===== config.mk =====
export PLATFORM = sky130hd
export DESIGN_NAME = gsu_status_upload
export DESIGN_NICKNAME = d
export VERILOG_FILES = /design/src/gsu_pkg.sv /design/src/gsu_status_upload.sv /design/src/gsu_block_header.sv /design/src/gsu_sample_packer.sv
export VERILOG_INCLUDE_DIRS = /design/src /design/src/src
export SDC_FILE = /design/constraint.sdc
export NUM_CORES = 1
export LEC_CHECK = 0
export BUFFER_PORTS_ARGS = -buffer_cell sky130_fd_sc_hd__clkbuf_2
export CAP_MARGIN = 40
export CORE_ASPECT_RATIO = 0.9
export CORE_MARGIN = 8
export CORE_UTILIZATION = 30
export CTS_CLUSTER_SIZE = 20
export DETAILED_ROUTE_END_ITERATION = 7
export GPL_TIMING_DRIVEN = 1
export HOLD_SLACK_MARGIN = 0.05
export SETUP_SLACK_MARGIN = 0.1
export SLEW_MARGIN = 20
export SYNTH_ARGS = -nofsm -noshare
export SYNTH_HDL_FRONTEND = slang
export SYNTH_SLANG_ARGS = --single-unit

===== constraint.sdc =====
create_clock -name clk_sys -period 5.4 [get_ports clk_sys]
set_input_delay 0.81 -clock clk_sys [delete_from_list [all_inputs] [get_ports clk_sys]]
set_output_delay 0.81 -clock clk_sys [all_outputs]
set_load 0.02 [all_outputs]

===== src/gsu_params.svh =====
// Purpose: Constants for the status reporting and waveform upload block.
// Assumes: Included by every design module of the block.
// Notes:   Offsets, field positions, reset values and limits live here only.
`ifndef GSU_PARAMS_SVH
`define GSU_PARAMS_SVH

// ****************************************
// Status byte field positions
// ****************************************
`define GSU_STB_CALC      7
`define GSU_STB_SUMMARY   6
`define GSU_STB_EVENT     5
`define GSU_STB_MSG_AVAIL 4
`define GSU_STB_ARMED     3
`define GSU_STB_RUNNING   2
`define GSU_STB_OVERLOAD  1
`define GSU_STB_ARB       0
`define GSU_SRE_WRITE_MASK 8'hbf

// ****************************************
// Reset values
// ****************************************
`define GSU_SRE_RESET     8'h00
`define GSU_ESE_RESET     8'h00
`define GSU_ESR_RESET     8'h00

// ****************************************
// Upload limits and block syntax
// ****************************************
`define GSU_COUNT_W       20
`define GSU_MIN_POINTS    20'h00800
`define GSU_MAX_POINTS    20'h40000
`define GSU_ASCII_HASH    8'h23
`define GSU_ASCII_ZERO    8'h30
`define GSU_ASCII_NINE    8'h39

// ****************************************
// Sample clock limits in Hz
// ****************************************
`define GSU_RATE_W        26
`define GSU_RATE_INT_MAX_HZ 26'h2faf080
`define GSU_RATE_EXT_MAX_HZ 26'h17d7840

`endif


===== src/gsu_pkg.sv =====
// Purpose: Types shared by the status and upload block.
// Assumes: Constants come from gsu_params.svh.
// Notes:   Command codes are produced by the message decoder in front.
package gsu_pkg;

  typedef enum logic [3:0] {
    CMD_NONE      = 4'h0,
    CMD_SRE_SET   = 4'h1,
    CMD_SRE_QUERY = 4'h2,
    CMD_ESE_SET   = 4'h3,
    CMD_ESE_QUERY = 4'h4,
    CMD_ESR_QUERY = 4'h5,
    CMD_STB_QUERY = 4'h6,
    CMD_CLEAR     = 4'h7,
    CMD_ARB_SEL   = 4'h8,
    CMD_STD_SEL   = 4'h9,
    CMD_SET_RATE  = 4'ha,
    CMD_UPLOAD    = 4'hb
  } gsu_cmd_type;

  typedef enum logic [1:0] {
    UP_IDLE   = 2'h0,
    UP_HEADER = 2'h1,
    UP_DATA   = 2'h2
  } gsu_upload_type;

  typedef enum logic [1:0] {
    HDR_HASH  = 2'h0,
    HDR_NDIG  = 2'h1,
    HDR_SIZE  = 2'h2
  } gsu_header_type;

endpackage : gsu_pkg


===== src/gsu_status_upload.sv =====
// Purpose: Status byte, enable masks, service request and waveform upload.
// Assumes: Status inputs and decoded commands come from logic on clk_sys.
// Notes:   Query answers are binary bytes; formatting to text is done outside.
//
// Notes on behaviour
// - Bit 7 reports calculating.
// - Bits 3..0: armed, running, overload, arbitrary mode.
// - Bit 5 is OR of enabled events.
// - Bit 4 set while output queue holds data.
// - Poll returns status with request flag in bit 6.
// - Poll clears the request flag; other stored status bits unchanged.
// - Query byte carries summary in bit 6.
// - Request enable ignores written bit 6.
// - Event enable writable, readable; events readable.
// - Select command enters arbitrary mode; upload accepted in either mode.
// - Rate commands capped 50 MHz internal, 25 external; reset rate is 50 MHz.
// - Upload data goes to output waveform memory.
// - Point count 2048 to 262144, two bytes each.
// - Pair: first high nibble low bits, second high.
// - Samples are two's complement codes.
// - Block: hash, digit count, size, then data.
// - Accept blocks until declared total byte count.
// - Discard messages arriving during an upload.
// - Line feed inside block is plain data.
`timescale 1ns/1ps
`include "gsu_params.svh"

module gsu_status_upload #(
  parameter int ADDR_W = 18
) (
  input  wire logic                      clk_sys,
  input  wire logic                      resetn,
  input  wire logic                      calculating,
  input  wire logic                      triggerArmed,
  input  wire logic                      outputActive,
  input  wire logic                      outputOverloadFlag,
  input  wire logic                      extClockSel,
  input  wire logic [7:0]                eventSet,
  input  wire logic                      queueHasData,
  input  wire logic                      cmdValid,
  input  wire gsu_pkg::gsu_cmd_type      cmdCode,
  input  wire logic [`GSU_RATE_W-1:0]    cmdArg,
  input  wire logic [7:0]                rxByte,
  input  wire logic                      rxValid,
  input  wire logic                      pollReq,
  input  wire logic                      respReady,
  output logic                           busy,
  output logic [7:0]                     pollByte,
  output logic                           pollValid,
  output logic [7:0]                     respByte,
  output logic                           respValid,
  output logic                           srqOut,
  output logic                           arbitraryModeFlag,
  output logic [`GSU_RATE_W-1:0]         sampleRate,
  output logic                           rateRejected,
  output logic                           uploadRejected,
  output logic                           uploadDone,
  output logic                           memWrite,
  output logic [ADDR_W-1:0]              memAddr,
  output logic [11:0]                    memData
);
  import gsu_pkg::*;

  // ****************************************
  // Status byte and summary
  // ****************************************
  logic [7:0]               serviceEnable;
  logic [7:0]               eventEnable;
  logic [7:0]               eventFlags;
  logic [7:0]               statusBits;
  logic                     summary;
  logic                     summaryLast;
  logic                     cmdTake;

  // While an upload runs, decoded messages are dropped on the floor.
  assign cmdTake = cmdValid && !busy;

  always_comb begin
    statusBits = 8'h00;
    statusBits[`GSU_STB_CALC]      = calculating;
    statusBits[`GSU_STB_EVENT]     = |(eventFlags & eventEnable);
    statusBits[`GSU_STB_MSG_AVAIL] = queueHasData || respValid;
    statusBits[`GSU_STB_ARMED]     = triggerArmed;
    statusBits[`GSU_STB_RUNNING]   = outputActive;
    statusBits[`GSU_STB_OVERLOAD]  = outputOverloadFlag;
    statusBits[`GSU_STB_ARB]       = arbitraryModeFlag;
  end

  // Bit 6 of statusBits is always zero, so it never feeds the summary.
  assign summary = |(statusBits & serviceEnable);

  // ****************************************
  // Enable registers, event flags, mode
  // ****************************************
  logic [7:0]               next_serviceEnable;
  logic [7:0]               next_eventEnable;
  logic [7:0]               next_eventFlags;
  logic                     next_arbitraryModeFlag;
  logic [`GSU_RATE_W-1:0]   next_sampleRate;
  logic                     next_rateRejected;
  logic [`GSU_RATE_W-1:0]   rateLimit;

  assign rateLimit = extClockSel ? `GSU_RATE_EXT_MAX_HZ : `GSU_RATE_INT_MAX_HZ;

  always_comb begin
    next_serviceEnable     = serviceEnable;
    next_eventEnable       = eventEnable;
    next_eventFlags        = eventFlags;
    next_arbitraryModeFlag = arbitraryModeFlag;
    next_sampleRate        = sampleRate;
    next_rateRejected      = 1'b0;
    if (cmdTake) begin
      case (cmdCode)
        CMD_SRE_SET:   next_serviceEnable = cmdArg[7:0] & `GSU_SRE_WRITE_MASK;
        CMD_ESE_SET:   next_eventEnable   = cmdArg[7:0];
        CMD_ESR_QUERY: next_eventFlags    = 8'h00;
        CMD_CLEAR:     next_eventFlags    = 8'h00;
        CMD_ARB_SEL:   next_arbitraryModeFlag = 1'b1;
        CMD_STD_SEL:   next_arbitraryModeFlag = 1'b0;
        CMD_SET_RATE: begin
          if (cmdArg != '0 && cmdArg <= rateLimit) begin
            next_sampleRate = cmdArg;
          end else begin
            next_rateRejected = 1'b1;
          end
        end
        default: begin
        end
      endcase
    end
    // New events are ORed in after any clear so a same-cycle event survives.
    next_eventFlags = next_eventFlags | eventSet;
  end

  always_ff @(posedge clk_sys) begin
    if (!resetn) begin
      serviceEnable     <= `GSU_SRE_RESET;
      eventEnable       <= `GSU_ESE_RESET;
      eventFlags        <= `GSU_ESR_RESET;
      arbitraryModeFlag <= 1'b0;
      sampleRate        <= `GSU_RATE_INT_MAX_HZ;
      rateRejected      <= 1'b0;
    end else begin
      serviceEnable     <= next_serviceEnable;
      eventEnable       <= next_eventEnable;
      eventFlags        <= next_eventFlags;
      arbitraryModeFlag <= next_arbitraryModeFlag;
      sampleRate        <= next_sampleRate;
      rateRejected      <= next_rateRejected;
    end
  end

  // ****************************************
  // Service request, serial poll, queries
  // ****************************************
  logic                     next_srqOut;
  logic                     next_summaryLast;
  logic [7:0]               next_pollByte;
  logic                     next_pollValid;
  logic [7:0]               next_respByte;
  logic                     next_respValid;

  always_comb begin
    next_summaryLast = summary;
    next_pollByte    = pollByte;
    next_pollValid   = 1'b0;
    next_respByte    = respByte;
    next_respValid   = respValid && !respReady;
    // The request drops once polled or once the summary falls; a new rise wins.
    next_srqOut = (summary && !summaryLast) || (srqOut && summary && !pollReq);
    if (pollReq) begin
      next_pollByte = statusBits;
      next_pollByte[`GSU_STB_SUMMARY] = srqOut;
      next_pollValid = 1'b1;
    end
    if (cmdTake) begin
      case (cmdCode)
        CMD_STB_QUERY: begin
          next_respByte = statusBits;
          next_respByte[`GSU_STB_SUMMARY] = summary;
          next_respValid = 1'b1;
        end
        CMD_SRE_QUERY: begin
          next_respByte  = serviceEnable;
          next_respValid = 1'b1;
        end
        CMD_ESE_QUERY: begin
          next_respByte  = eventEnable;
          next_respValid = 1'b1;
        end
        CMD_ESR_QUERY: begin
          next_respByte  = eventFlags;
          next_respValid = 1'b1;
        end
        // A summary rise in the clearing cycle still raises the request.
        CMD_CLEAR: next_srqOut = summary && !summaryLast;
        default: begin
        end
      endcase
    end
  end

  always_ff @(posedge clk_sys) begin
    if (!resetn) begin
      srqOut      <= 1'b0;
      summaryLast <= 1'b0;
      pollByte    <= 8'h00;
      pollValid   <= 1'b0;
      respByte    <= 8'h00;
      respValid   <= 1'b0;
    end else begin
      srqOut      <= next_srqOut;
      summaryLast <= next_summaryLast;
      pollByte    <= next_pollByte;
      pollValid   <= next_pollValid;
      respByte    <= next_respByte;
      respValid   <= next_respValid;
    end
  end

  // ****************************************
  // Upload sequencing
  // ****************************************
  gsu_upload_type           upState;
  gsu_upload_type           next_upState;
  logic [`GSU_COUNT_W-1:0]  totalLeft;
  logic [`GSU_COUNT_W-1:0]  next_totalLeft;
  logic [`GSU_COUNT_W-1:0]  blockLeft;
  logic [`GSU_COUNT_W-1:0]  next_blockLeft;
  logic                     next_uploadRejected;
  logic                     next_uploadDone;
  logic                     upRestart;
  logic                     headerDone;
  logic [`GSU_COUNT_W-1:0]  blockSize;
  logic                     dataByte;
  logic [`GSU_COUNT_W-1:0]  reqBytes;
  logic                     countOk;

  assign reqBytes  = cmdArg[`GSU_COUNT_W-1:0];
  assign countOk   = (cmdArg[`GSU_RATE_W-1:`GSU_COUNT_W] == '0) && !reqBytes[0]
                   && (reqBytes >= {`GSU_MIN_POINTS, 1'b0})
                   && (reqBytes <= {`GSU_MAX_POINTS, 1'b0});
  assign upRestart = cmdTake && cmdCode == CMD_UPLOAD && countOk;
  // Any byte value, line feed included, is data inside a block.
  assign dataByte  = rxValid && upState == UP_DATA;
  assign busy      = upState != UP_IDLE;

  always_comb begin
    next_upState        = upState;
    next_totalLeft      = totalLeft;
    next_blockLeft      = blockLeft;
    next_uploadRejected = 1'b0;
    next_uploadDone     = 1'b0;
    case (upState)
      UP_IDLE: begin
        if (cmdTake && cmdCode == CMD_UPLOAD) begin
          if (countOk) begin
            next_totalLeft = reqBytes;
            next_upState   = UP_HEADER;
          end else begin
            next_uploadRejected = 1'b1;
          end
        end
      end
      UP_HEADER: begin
        // An empty block carries nothing; wait for the next header.
        if (headerDone && blockSize != '0) begin
          next_blockLeft = blockSize;
          next_upState   = UP_DATA;
        end
      end
      UP_DATA: begin
        if (rxValid) begin
          next_blockLeft = blockLeft - 1'b1;
          next_totalLeft = totalLeft - 1'b1;
          if (totalLeft == `GSU_COUNT_W'(1)) begin
            next_uploadDone = 1'b1;
            next_upState    = UP_IDLE;
          end else if (blockLeft == `GSU_COUNT_W'(1)) begin
            next_upState = UP_HEADER;
          end
        end
      end
      default: next_upState = UP_IDLE;
    endcase
  end

  always_ff @(posedge clk_sys) begin
    if (!resetn) begin
      upState        <= UP_IDLE;
      totalLeft      <= '0;
      blockLeft      <= '0;
      uploadRejected <= 1'b0;
      uploadDone     <= 1'b0;
    end else begin
      upState        <= next_upState;
      totalLeft      <= next_totalLeft;
      blockLeft      <= next_blockLeft;
      uploadRejected <= next_uploadRejected;
      uploadDone     <= next_uploadDone;
    end
  end

  // ****************************************
  // Header parser and sample packer
  // ****************************************
  gsu_block_header u_header (
    .clk_sys    (clk_sys),
    .resetn     (resetn),
    .restart    (upRestart),
    .byteIn     (rxByte),
    .byteValid  (rxValid && upState == UP_HEADER),
    .headerDone (headerDone),
    .blockSize  (blockSize)
  );

  gsu_sample_packer #(
    .ADDR_W (ADDR_W)
  ) u_packer (
    .clk_sys   (clk_sys),
    .resetn    (resetn),
    .restart   (upRestart),
    .byteIn    (rxByte),
    .byteValid (dataByte),
    .memWrite  (memWrite),
    .memAddr   (memAddr),
    .memData   (memData)
  );

endmodule : gsu_status_upload


===== src/gsu_block_header.sv =====
// Purpose: Parses the definite-length block header of an upload.
// Assumes: Bytes arrive one per valid cycle on the system clock.
// Notes:   Bytes before the number sign are dropped silently.
`timescale 1ns/1ps
`include "gsu_params.svh"

module gsu_block_header (
  input  wire logic                      clk_sys,
  input  wire logic                      resetn,
  input  wire logic                      restart,
  input  wire logic [7:0]                byteIn,
  input  wire logic                      byteValid,
  output logic                           headerDone,
  output logic [`GSU_COUNT_W-1:0]        blockSize
);
  import gsu_pkg::*;

  gsu_header_type              state;
  gsu_header_type              next_state;
  logic [3:0]                  digitsLeft;
  logic [3:0]                  next_digitsLeft;
  logic [`GSU_COUNT_W-1:0]     next_blockSize;
  logic                        next_headerDone;
  logic                        isDigit;
  logic [3:0]                  digit;

  assign isDigit = (byteIn >= `GSU_ASCII_ZERO) && (byteIn <= `GSU_ASCII_NINE);
  assign digit   = byteIn[3:0];

  always_comb begin
    next_state      = state;
    next_digitsLeft = digitsLeft;
    next_blockSize  = blockSize;
    next_headerDone = 1'b0;
    if (restart) begin
      next_state = HDR_HASH;
    end else if (byteValid) begin
      case (state)
        HDR_HASH: begin
          if (byteIn == `GSU_ASCII_HASH) begin
            next_state = HDR_NDIG;
          end
        end
        HDR_NDIG: begin
          // A zero digit count would name no size field, so it is refused.
          if (isDigit && digit != 4'h0) begin
            next_digitsLeft = digit;
            next_blockSize  = '0;
            next_state      = HDR_SIZE;
          end else begin
            next_state = HDR_HASH;
          end
        end
        HDR_SIZE: begin
          if (isDigit) begin
            next_blockSize  = `GSU_COUNT_W'(blockSize * 10 + {16'h0000, digit});
            next_digitsLeft = digitsLeft - 4'h1;
            if (digitsLeft == 4'h1) begin
              next_headerDone = 1'b1;
              next_state      = HDR_HASH;
            end
          end else begin
            next_state = HDR_HASH;
          end
        end
        default: next_state = HDR_HASH;
      endcase
    end
  end

  always_ff @(posedge clk_sys) begin
    if (!resetn) begin
      state      <= HDR_HASH;
      digitsLeft <= 4'h0;
      blockSize  <= '0;
      headerDone <= 1'b0;
    end else begin
      state      <= next_state;
      digitsLeft <= next_digitsLeft;
      blockSize  <= next_blockSize;
      headerDone <= next_headerDone;
    end
  end

endmodule : gsu_block_header


===== src/gsu_sample_packer.sv =====
// Purpose: Joins byte pairs into 12-bit samples and writes them to memory.
// Assumes: restart pulses once before the first byte of an upload.
// Notes:   The low nibble of the first byte of a pair is unused.
`timescale 1ns/1ps
`include "gsu_params.svh"

module gsu_sample_packer #(
  parameter int ADDR_W = 18
) (
  input  wire logic               clk_sys,
  input  wire logic               resetn,
  input  wire logic               restart,
  input  wire logic [7:0]         byteIn,
  input  wire logic               byteValid,
  output logic                    memWrite,
  output logic [ADDR_W-1:0]       memAddr,
  output logic [11:0]             memData
);
  import gsu_pkg::*;

  logic                 secondByte;
  logic                 next_secondByte;
  logic [3:0]           lowNibble;
  logic [3:0]           next_lowNibble;
  logic [ADDR_W-1:0]    writeAddr;
  logic [ADDR_W-1:0]    next_writeAddr;
  logic                 next_memWrite;
  logic [ADDR_W-1:0]    next_memAddr;
  logic [11:0]          next_memData;

  always_comb begin
    next_secondByte = secondByte;
    next_lowNibble  = lowNibble;
    next_writeAddr  = writeAddr;
    next_memWrite   = 1'b0;
    next_memAddr    = memAddr;
    next_memData    = memData;
    if (restart) begin
      next_secondByte = 1'b0;
      next_writeAddr  = '0;
    end else if (byteValid) begin
      if (!secondByte) begin
        next_lowNibble  = byteIn[7:4];
        next_secondByte = 1'b1;
      end else begin
        // Two's-complement code passes unchanged to the converter.
        next_memData    = {byteIn, lowNibble};
        next_memAddr    = writeAddr;
        next_memWrite   = 1'b1;
        next_writeAddr  = writeAddr + 1'b1;
        next_secondByte = 1'b0;
      end
    end
  end

  always_ff @(posedge clk_sys) begin
    if (!resetn) begin
      secondByte <= 1'b0;
      lowNibble  <= 4'h0;
      writeAddr  <= '0;
      memWrite   <= 1'b0;
      memAddr    <= '0;
      memData    <= 12'h000;
    end else begin
      secondByte <= next_secondByte;
      lowNibble  <= next_lowNibble;
      writeAddr  <= next_writeAddr;
      memWrite   <= next_memWrite;
      memAddr    <= next_memAddr;
      memData    <= next_memData;
    end
  end

endmodule : gsu_sample_packer


==> results of run 1 <==
## worst min path at each step
stage	end	slack, ns	cells past startpoint	startpoint
after floorplan	srqOut	0.39	1	summaryLast
after global placement	srqOut	0.41	1	summaryLast
after detailed placement	srqOut	0.40	1	summaryLast
after CTS	srqOut	0.42	1	summaryLast
after global routing	srqOut	0.46	1	summaryLast
final	srqOut	0.41	1	summaryLast
## stage by stage
stage | hold slack [ns] | total power, W | setup WS, ns
2_1_floorplan | 0.3931 | 0.001608 | 2.109
3_3_place_gp | 0.4111 | 0.001680 | 1.807
3_5_place_dp | 0.4033 | 0.001683 | 1.635
4_1_cts | 0.4185 | 0.002992 | 1.599
5_1_grt | 0.4584 | 0.003069 | 1.254
6_report | 0.4147 | 0.002951 | 1.570
## cell type report
type	instances	area (µm²)
clock buffers	21	480.5
clock inverters	11	123.9
fillers	3594	22670
inverters	24	90.09
multi-input cells	998	6364
flip-flops and latches	196	3924
well taps	469	586.8
repair buffers	151	815.8
## metal layers
layer	share of wire (%)	vias to the layer above	wire length (µm)	GRT usage, %
met4	1.2	0	337	3.578
met2	45	190	12530	20.69
li1	-	4779	-	-
met3	3.7	22	1050	2.189
met5	0	-	0	0
met1	50	4404	14110	17.68
## worst reg2reg max path, cell delays in order (launching register included)
cell      delay, ns
dfxtp_1        0.44
ha_1           0.28
ha_1           0.25
fa_1           0.42
a211oi_1       0.52
o21a_1         0.20
o21ai_0        0.09
xor2_1         0.31
nand3_1        0.26
nor4_1         0.54
nand2_1        0.13
a32o_1         0.27
## sequential cells by signal, indices dropped and copies added, names as in the netlist, 7 cells and up
register and count:
sampleRate 26, blockLeft 20, totalLeft 20, u_header.blockSize 20
u_packer.memAddr 18, u_packer.writeAddr 18, u_packer.memData 12, eventEnable 8
eventFlags 8, pollByte 8, respByte 8, serviceEnable 7
## cell families after synthesis
logic type               count (synthesis)  synth area share, %
AND/OR/NAND/NOR                        530                24.75
AO/OA/AOI/OAI                          314                19.37
flip-flops                             196                36.86
buffers and inverters                   93                3.573
multiplexers                            57                5.454
adder cells (fa/ha/maj)                 53                6.370
XOR/XNOR                                44                3.620
## placed cells by master, fill, tap and decap left out, types with 24 or more instances in the layout
cell,Yosys,routed
a21oi_1,65,65
nand2_1,174,174
nor3_1,24,24
dfxtp_1,196,196
o21ai_0,81,80
nor2_1,113,112
nand3_1,26,26
a22oi_1,27,27
inv_1,24,24
mux2i_1,49,49
clkbuf_2,0,137
ha_1,51,51
xnor2_1,25,25
a21boi_0,43,43
nor2b_1,76,75
## report_power, final
part           switching [W]  total (W)  internal, W
combinational       0.000108   0.000180    0.0000714
sequential         0.0000100    0.00147      0.00146
clock               0.000568    0.00130     0.000734
==> summary.md, run 1 <==
| Metric | Value |
|---|---|
| Status | `completed` |
| Gpl congestion | `~0.8` |
| Async SR Flop Fraction | `0%` |
| Die ar. | `approximately 42,000 µm²` |
| Synthesis-stage register bit count | `196` |
| CP Launch Type | `flop` |
| Cells along the critical path | `ha_1 -> ha_1 -> fa_1 -> a211oi_1 -> o21a_1 -> o21ai_0 -> xor2_1 -> nand3_1 -> nor4_1 -> nand2_1 -> a32o_1` |
| Initial antenna violation count | `0` |
| Die X | `approximately 210 µm` |
| Gr usage total | `between 10% and 20%` |
| Vias in the first global route | `between 8,000 and 9,000` |
| Crit Path Max Fanout | `6` |
| Net count after synthesis | `about 1,400` |
| Post-route cell area | `12,380 µm²` |
| Hold WC Path Type | `flop to flop` |
| Slew Viols, Final | `0` |
| CP required | `approximately 5.7 ns` |
| Final Core Density | `35.33%` |
| Die height | `~190 µm` |
| Flop-to-flop setup slack | `1.57 ns` |
| CP arrival | `4.16 ns` |
| Final Skew | `between 0.009 and 0.01 ns` |
| Post-DP Area | `between 10,000 and 15,000 µm²` |
| Area delta synth->final | `16.34%` |
| Starting density of the core | `30.37%` |
| Slew of the pin with the lowest slew margin | `0.8366 ns` |
| Final Net Count | `around 1,500` |
| Clock Tree Buf Depth | `2` |
| # rows | `65` |
| Kind of critical path | `flop to flop` |
| Synth Instances | `1,287` |
| Post-synth EDFFs | `0` |
| Cts repair resizes | `0` |
| Clk slew on worst S/H paths | `0.07 ns` |
| MaxCap Viol Count | `0` |
| # diodes | `0` |
| Critical path endpoint category | `flop` |
| Port-buffer cells | `138` |
| Final hold viol count | `0` |
| Post-Place Cells | `approximately 1,800` |
| Cts hold-fix bufs | `0` |
| Worst path max stage delay | `0.54 ns` |
| Slowest-stage cell, CP | `nor4_1` |
| RR Startpoint | `u_header.blockSize[1]` |
| Min Tclk post-route | `between 3 and 4 ns` |
| CTS Buf Count | `17` |
| Vias per cell | `about 5` |
| Post-CTS Setup Bufs | `0` |
| Most instantiated cells after synthesis | `dfxtp_1, nand2_1, nor2_1` |
| Synth area leader | `dfxtp_1` |
| Largest net degree at the start of global routing | `196` |
| Relative slew slack | `43.80%` |
| CTS Sinks | `196` |
| Synth Flop Type | `dfxtp_1` |
| Drt pass-1 iters | `5` |
| Core box area | `35,050 µm²` |
| Mapped Area | `10,650 µm²` |
| Total wire length | `28.02 mm` |
| Post-route insts no fill | `roughly 1,900` |
| Peak supply drop | `0.1828 mV` |
| Syn Area/Cell | `between 8 and 9 µm²` |
| Io pins | `139` |
| Gr ovfl total | `0` |
| Power density over the cells | `238.3 nW/µm²` |
| Detailed-route wire length per cell | `approximately 15 µm` |
| RR Endpoint | `u_header.blockSize[17]` |
| Most frequent CP cell | `ha_1` |
| Area share of the leading cell type in the synthesized netlist | `36.86%` |
| Initial drt markers | `600` |
| CTS Root Cell | `clkbuf_16` |
| Unrepaired setup endpoints after global routing | `no` |
| # setup viols final | `0` |
| DRT antenna net count | `0` |
| TNS Setup | `0 ns` |
| Clk_lat worst skew | `0.44 ns` |
| Ratio of cells with drive above 1 in the final layout | `15.63%` |
| CP top delay family | `compound AO/OA/AOI/OAI gates` |
| Worst path buffer plus inverter count | `0` |
| First-pass GRT wire length | `46.03 mm` |
| Synth warnings | `0` |
| Htree depth | `4` |
| Final worst-path cycle share | `70.92%` |
| Vias | `between 9,000 and 10,000` |
| Crit path capture | `u_header.blockSize[17]` |
| DRC Markers | `0` |
| Critical path origin | `u_header.blockSize[1]` |
| Count leader, synth | `dfxtp_1` |
| Register area share after synthesis | `36.86%` |
| Synth unique cells | `73` |
| Fmax | `approximately 260 MHz` |
| CTS tree | `built` |
| DPL Wire Length | `20.35 mm` |
| R2R depth | `11` |
| Lkg Pwr | `4.897 nW` |
| Synth area leaders | `dfxtp_1, nand2_1, ha_1` |
| Stages on worst setup path | `11` |
(Power assumes the default switching activity.)
==> inputs of run 2 (changes only) <==
--- a/config.mk
+++ b/config.mk
@@ -6,6 +6,7 @@
 export SDC_FILE = /design/constraint.sdc
 export NUM_CORES = 1
 export LEC_CHECK = 0
+export ABC_AREA = 1
 export BUFFER_PORTS_ARGS = -buffer_cell sky130_fd_sc_hd__clkbuf_2
 export CAP_MARGIN = 40
 export CORE_ASPECT_RATIO = 0.9
==> constraint.sdc (replaced) <==
create_clock -name clk_sys -period 3.1 [get_ports clk_sys]
set_input_delay 0.465 -clock clk_sys [delete_from_list [all_inputs] [get_ports clk_sys]]
set_output_delay 0.465 -clock clk_sys [all_outputs]
set_load 0.02 [all_outputs]
==> run 2 against run 1 <==
  * Area after synthesis is 2.1% higher
  * Final cell count up 19%
  * Register-to-register slack got worse by 1.3 ns
  * First-iteration DRC count increased by 35%
  * Clock power grew 75%
  * Routed wire length is 12% higher
  * Critical path type unchanged
==> summary.md, run 2 <==
| Metric | Value |
|---|---|
| Status | `completed (unchanged)` |
| Fillers | `3,834 (was 3,594)` |
| Post-synth EDFFs | `0 (unchanged)` |
| RR Startpoint | `u_header.blockSize[3] (was u_header.blockSize[1])` |
| Clk_lat worst skew | `0.44 ns (about the same)` |
| Clk slew on worst S/H paths | `0.08 ns (was 0.07 ns)` |
| Final Net Count | `1,852 (was 1,499)` |
| DRT antenna net count | `0 (unchanged)` |
| Register area share after synthesis | `36.12% (was 36.86%)` |
| Synth area leader | `dfxtp_1 (unchanged)` |
| Total wire length | `31.48 mm (was 28.02 mm)` |
| Gate power share | `6.7% (was 6.1%)` |
| Gr ovfl total | `0 (unchanged)` |
| Area share of the leading cell type in the synthesized netlist | `36.12% (was 36.86%)` |
| M1 GR Usage | `19.75% (was 17.68%)` |
| Slew Viols, Final | `0 (unchanged)` |
| Final hold viol count | `0 (unchanged)` |
| Lkg Pwr | `6.052 nW (was 4.897 nW)` |
| # rows | `66 (was 65)` |
| Gpl congestion | `0.8396 (was 0.8153)` |
| Switching pwr | `0.001382 W (was 0.0006864 W)` |
| RR Endpoint | `u_header.blockSize[16] (was u_header.blockSize[17])` |
| Biggest register | `sampleRate (unchanged)` |
| Die ar. | `42,570 µm² (was 41,780 µm²)` |
| CP required | `3.42 ns (was 5.73 ns)` |
| TNS Setup | `0 ns (unchanged)` |
| CP Launch Type | `flop (unchanged)` |
| Commonest non-fill, non-tap cell in the layout | `nand2_1 (was dfxtp_1)` |
| Fmax | `355.4 MHz (was 261.1 MHz)` |
| Critical path endpoint category | `flop (unchanged)` |
| Clock share of power | `43.7% (was 44.1%)` |
| Hold path start | `eventSet[4] (was summaryLast)` |
| Relative slew slack | `49.09% (was 43.80%)` |
| Vias | `10,600 (was 9,395)` |
| Total chip power | `0.005188 W (was 0.002951 W)` |
| CP arrival | `3.14 ns (was 4.16 ns)` |
| First-pass GRT wire length | `51.08 mm (was 46.03 mm)` |
| Crit Path Max Fanout | `5 (was 6)` |
| Most frequent CP cell | `nand2_1 (was ha_1)` |
| Synth Flop Type | `dfxtp_1 (unchanged)` |
| Synth warnings | `0 (unchanged)` |
| Synth Instances | `1,617 (was 1,287)` |
| Worst hold stages | `3 (was 1)` |
| CP top delay family | `simple AND/OR/NAND/NOR gates (was compound AO/OA/AOI/OAI gates)` |
| Vias per cell | `4.755 (was 5.024)` |
| Gr usage total | `14.35% (was 12.92%)` |
| Mapped Area | `10,860 µm² (was 10,650 µm²)` |
| Port-buffer cells | `138 (unchanged)` |
| Final Skew | `0.01184 ns (was 0.009078 ns)` |
| Io pins | `139 (unchanged)` |
| Starting density of the core | `30.24% (was 30.37%)` |
| Power density over the cells | `409.1 nW/µm² (was 238.3 nW/µm²)` |
| Count leader, synth | `nand2_1 (was dfxtp_1)` |
| Final worst-path cycle share | `90.78% (was 70.92%)` |
| Net count after synthesis | `1,728 (was 1,398)` |
| Hold WC Path Type | `input pin to flop (was flop to flop)` |
| Syn Area/Cell | `6.719 µm² (was 8.271 µm²)` |
| Clock Tree Buf Depth | `2 (unchanged)` |
| P_int | `0.003806 W (was 0.002265 W)` |
| Most frequent cells in the layout | `nand2_1, nor2_1, dfxtp_1 (was dfxtp_1, nand2_1, clkbuf_2)` |
| Synth area leaders | `dfxtp_1, nand2_1, nor2_1 (was dfxtp_1, nand2_1, ha_1)` |
| Peak supply drop | `0.3511 mV (was 0.1828 mV)` |
| Area delta synth->final | `16.73% (was 16.34%)` |
| GRT busiest layer | `met2 (unchanged)` |
| CTS Sinks | `196 (unchanged)` |
| Largest net degree at the start of global routing | `53 (was 196)` |
| Met3 Use GR | `3.034% (was 2.189%)` |
| Worst path buffer plus inverter count | `1 (was 0)` |
| R2R depth | `16 (was 11)` |
| DPL Wire Length | `23.27 mm (was 20.35 mm)` |
| CTS Buf Count | `17 (unchanged)` |
| Async SR Flop Fraction | `0% (unchanged)` |
| Die height | `196.5 µm (was 194.7 µm)` |
| Kind of critical path | `flop to flop (unchanged)` |
| Die X | `216.6 µm (was 214.6 µm)` |
| Routing usage on met2 | `22.68% (was 20.69%)` |
| Flop pwr share | `49.6% (was 49.8%)` |
| Initial drt markers | `811 (was 600)` |
| CTS Root Cell | `clkbuf_16 (unchanged)` |
| Unrepaired setup endpoints after global routing | `yes (was no)` |
| Most instantiated cells after synthesis | `nand2_1, nor2_1, dfxtp_1 (was dfxtp_1, nand2_1, nor2_1)` |
| Max reg flops | `26 (unchanged)` |
| Initial antenna violation count | `1 (was 0)` |
| Core box area | `35,920 µm² (was 35,050 µm²)` |
| CTS tree | `built (unchanged)` |
| Slowest-stage cell, CP | `fa_2 (was nor4_1)` |
| Post-CTS Setup Bufs | `0 (unchanged)` |
| Synthesis-stage register bit count | `196 (unchanged)` |
| Drt pass-1 iters | `5 (unchanged)` |
| # diodes | `0 (unchanged)` |
| DRC Markers | `0 (unchanged)` |
| Worst path max stage delay | `0.56 ns (was 0.54 ns)` |
| Vias in the first global route | `10,000 (was 8,968)` |
| # setup viols final | `0 (unchanged)` |
| Ratio of cells with drive above 1 in the final layout | `13.45% (was 15.63%)` |
| Cells along the critical path | `ha_1 -> ha_1 -> fa_2 -> nand2_1 -> inv_1 -> nand4_1 -> nand2_1 -> nand2_1 -> nor2_1 -> nand3_1 -> nor2_4 -> nand2_1 -> nor2_1 -> nor2_1 -> nand2_1 -> a21oi_1 (was ha_1 -> ha_1 -> fa_1 -> a211oi_1 -> o21a_1 -> o21ai_0 -> xor2_1 -> nand3_1 -> nor4_1 -> nand2_1 -> a32o_1)` |
| Net Sw Frac | `26.63% (was 23.26%)` |
| Detailed-route wire length per cell | `14.12 µm (was 14.99 µm)` |
| Synth unique cells | `56 (was 73)` |
| Flop-to-flop setup slack | `0.29 ns (was 1.57 ns)` |
| Min Tclk post-route | `2.814 ns (was 3.830 ns)` |
| Htree depth | `4 (unchanged)` |
| Slew of the pin with the lowest slew margin | `0.7628 ns (was 0.8366 ns)` |
| Hold endpoint | `eventFlags[4] (was srqOut)` |
| MaxCap Viol Count | `0 (unchanged)` |
| Cts hold-fix bufs | `0 (unchanged)` |
==> run 2: cell count changes after synthesis, sizes merged, moves of 55 or more <==
cell and delta:
a21oi +55, nand3 +69, o21ai +55, inv +155, nor2 +190, nor2b -76, nand2 +159
==> run 2: worst min-delay path, stage by stage <==
cell and delay, ns:
clkbuf_2 0.08, a21oi_1 0.03, nor2_1 0.07
==> run 2: layout make-up <==
cell class / instances / area (µm²) / share of cell area (%)
Multi-Input combinational cell: 1190 / 6062 / 47.80
Sequential cell: 196 / 3925 / 30.95
Timing Repair Buffer: 157 / 835.8 / 6.590
Inverter: 179 / 671.9 / 5.298
Tap cell: 476 / 595.6 / 4.696
Clock buffer: 17 / 425.4 / 3.354
Clock inverter: 15 / 166.4 / 1.312
==> run 2: through the flow <==
step                      worst slack, ns  utilization, %  instances  cell area (µm²)  hold WS (ns)
after floorplan                    0.5657               -       1617            10860        0.3815
after global placement             0.2745           33.61       2198            12070        0.3913
after global routing              0.06868           35.30       2230            12680        0.2173
after CTS                          0.1914           35.25       2230            12660        0.2125
after detailed placement           0.2159           33.61       2198            12070        0.3928
final                              0.2859           35.30       2230            12680        0.2268
==> run 2: power groups by stage <==
stage	Sequential (W)	Clock [W]	Combinational, W
floorplan	0.00266	0	0.000167
global placement	0.00263	0	0.000342
detailed placement	0.00263	0	0.000346
CTS	0.00257	0.00231	0.000348
global route	0.00258	0.00240	0.000387
finish	0.00258	0.00227	0.000346
==> run 2: what timing repair did <==
item	4_1_cts	5_1_grt
hold endpoints to repair	0	0
resized for setup	0	6
endpoints found under the setup margin	0	8
==> run 2: how the worst max path moves through the flow <==
stage,startpoint,end,slack (ns),cells past startpoint
6_report,u_header.blockSize[3],u_header.blockSize[16],0.29,16
5_1_grt,u_header.blockSize[3],u_header.blockSize[16],0.07,16
4_1_cts,u_header.blockSize[3],u_header.blockSize[15],0.19,13
3_3_place_gp,u_header.blockSize[3],u_header.blockSize[15],0.27,13
2_1_floorplan,u_header.blockSize[1],u_header.blockSize[16],0.57,16
3_5_place_dp,u_header.blockSize[3],u_header.blockSize[16],0.22,16
==> run 2: cells by family (layout without fill, tap and decap cells) <==
group | after synthesis | after routing | share of synthesized area, %
and+or+nand+nor | 799 | 799 | 31.39
xor gates and xnor gates | 33 | 33 | 2.730
AOI/OAI and AO/OA | 305 | 305 | 15.27
DFF | 196 | 196 | 36.12
adders and majority gates | 53 | 53 | 6.242
buffers and inverters | 231 | 368 | 8.246
==> run 2: layer usage <==
layer  vias to the layer above  wire length, µm  share of wire [%]
li1                       5492                -                  -
met1                      4858            15620                 50
met2                       228            13970                 44
met3                        24             1552                4.9
met4                         2              323                1.0
met5                         -               13              0.041
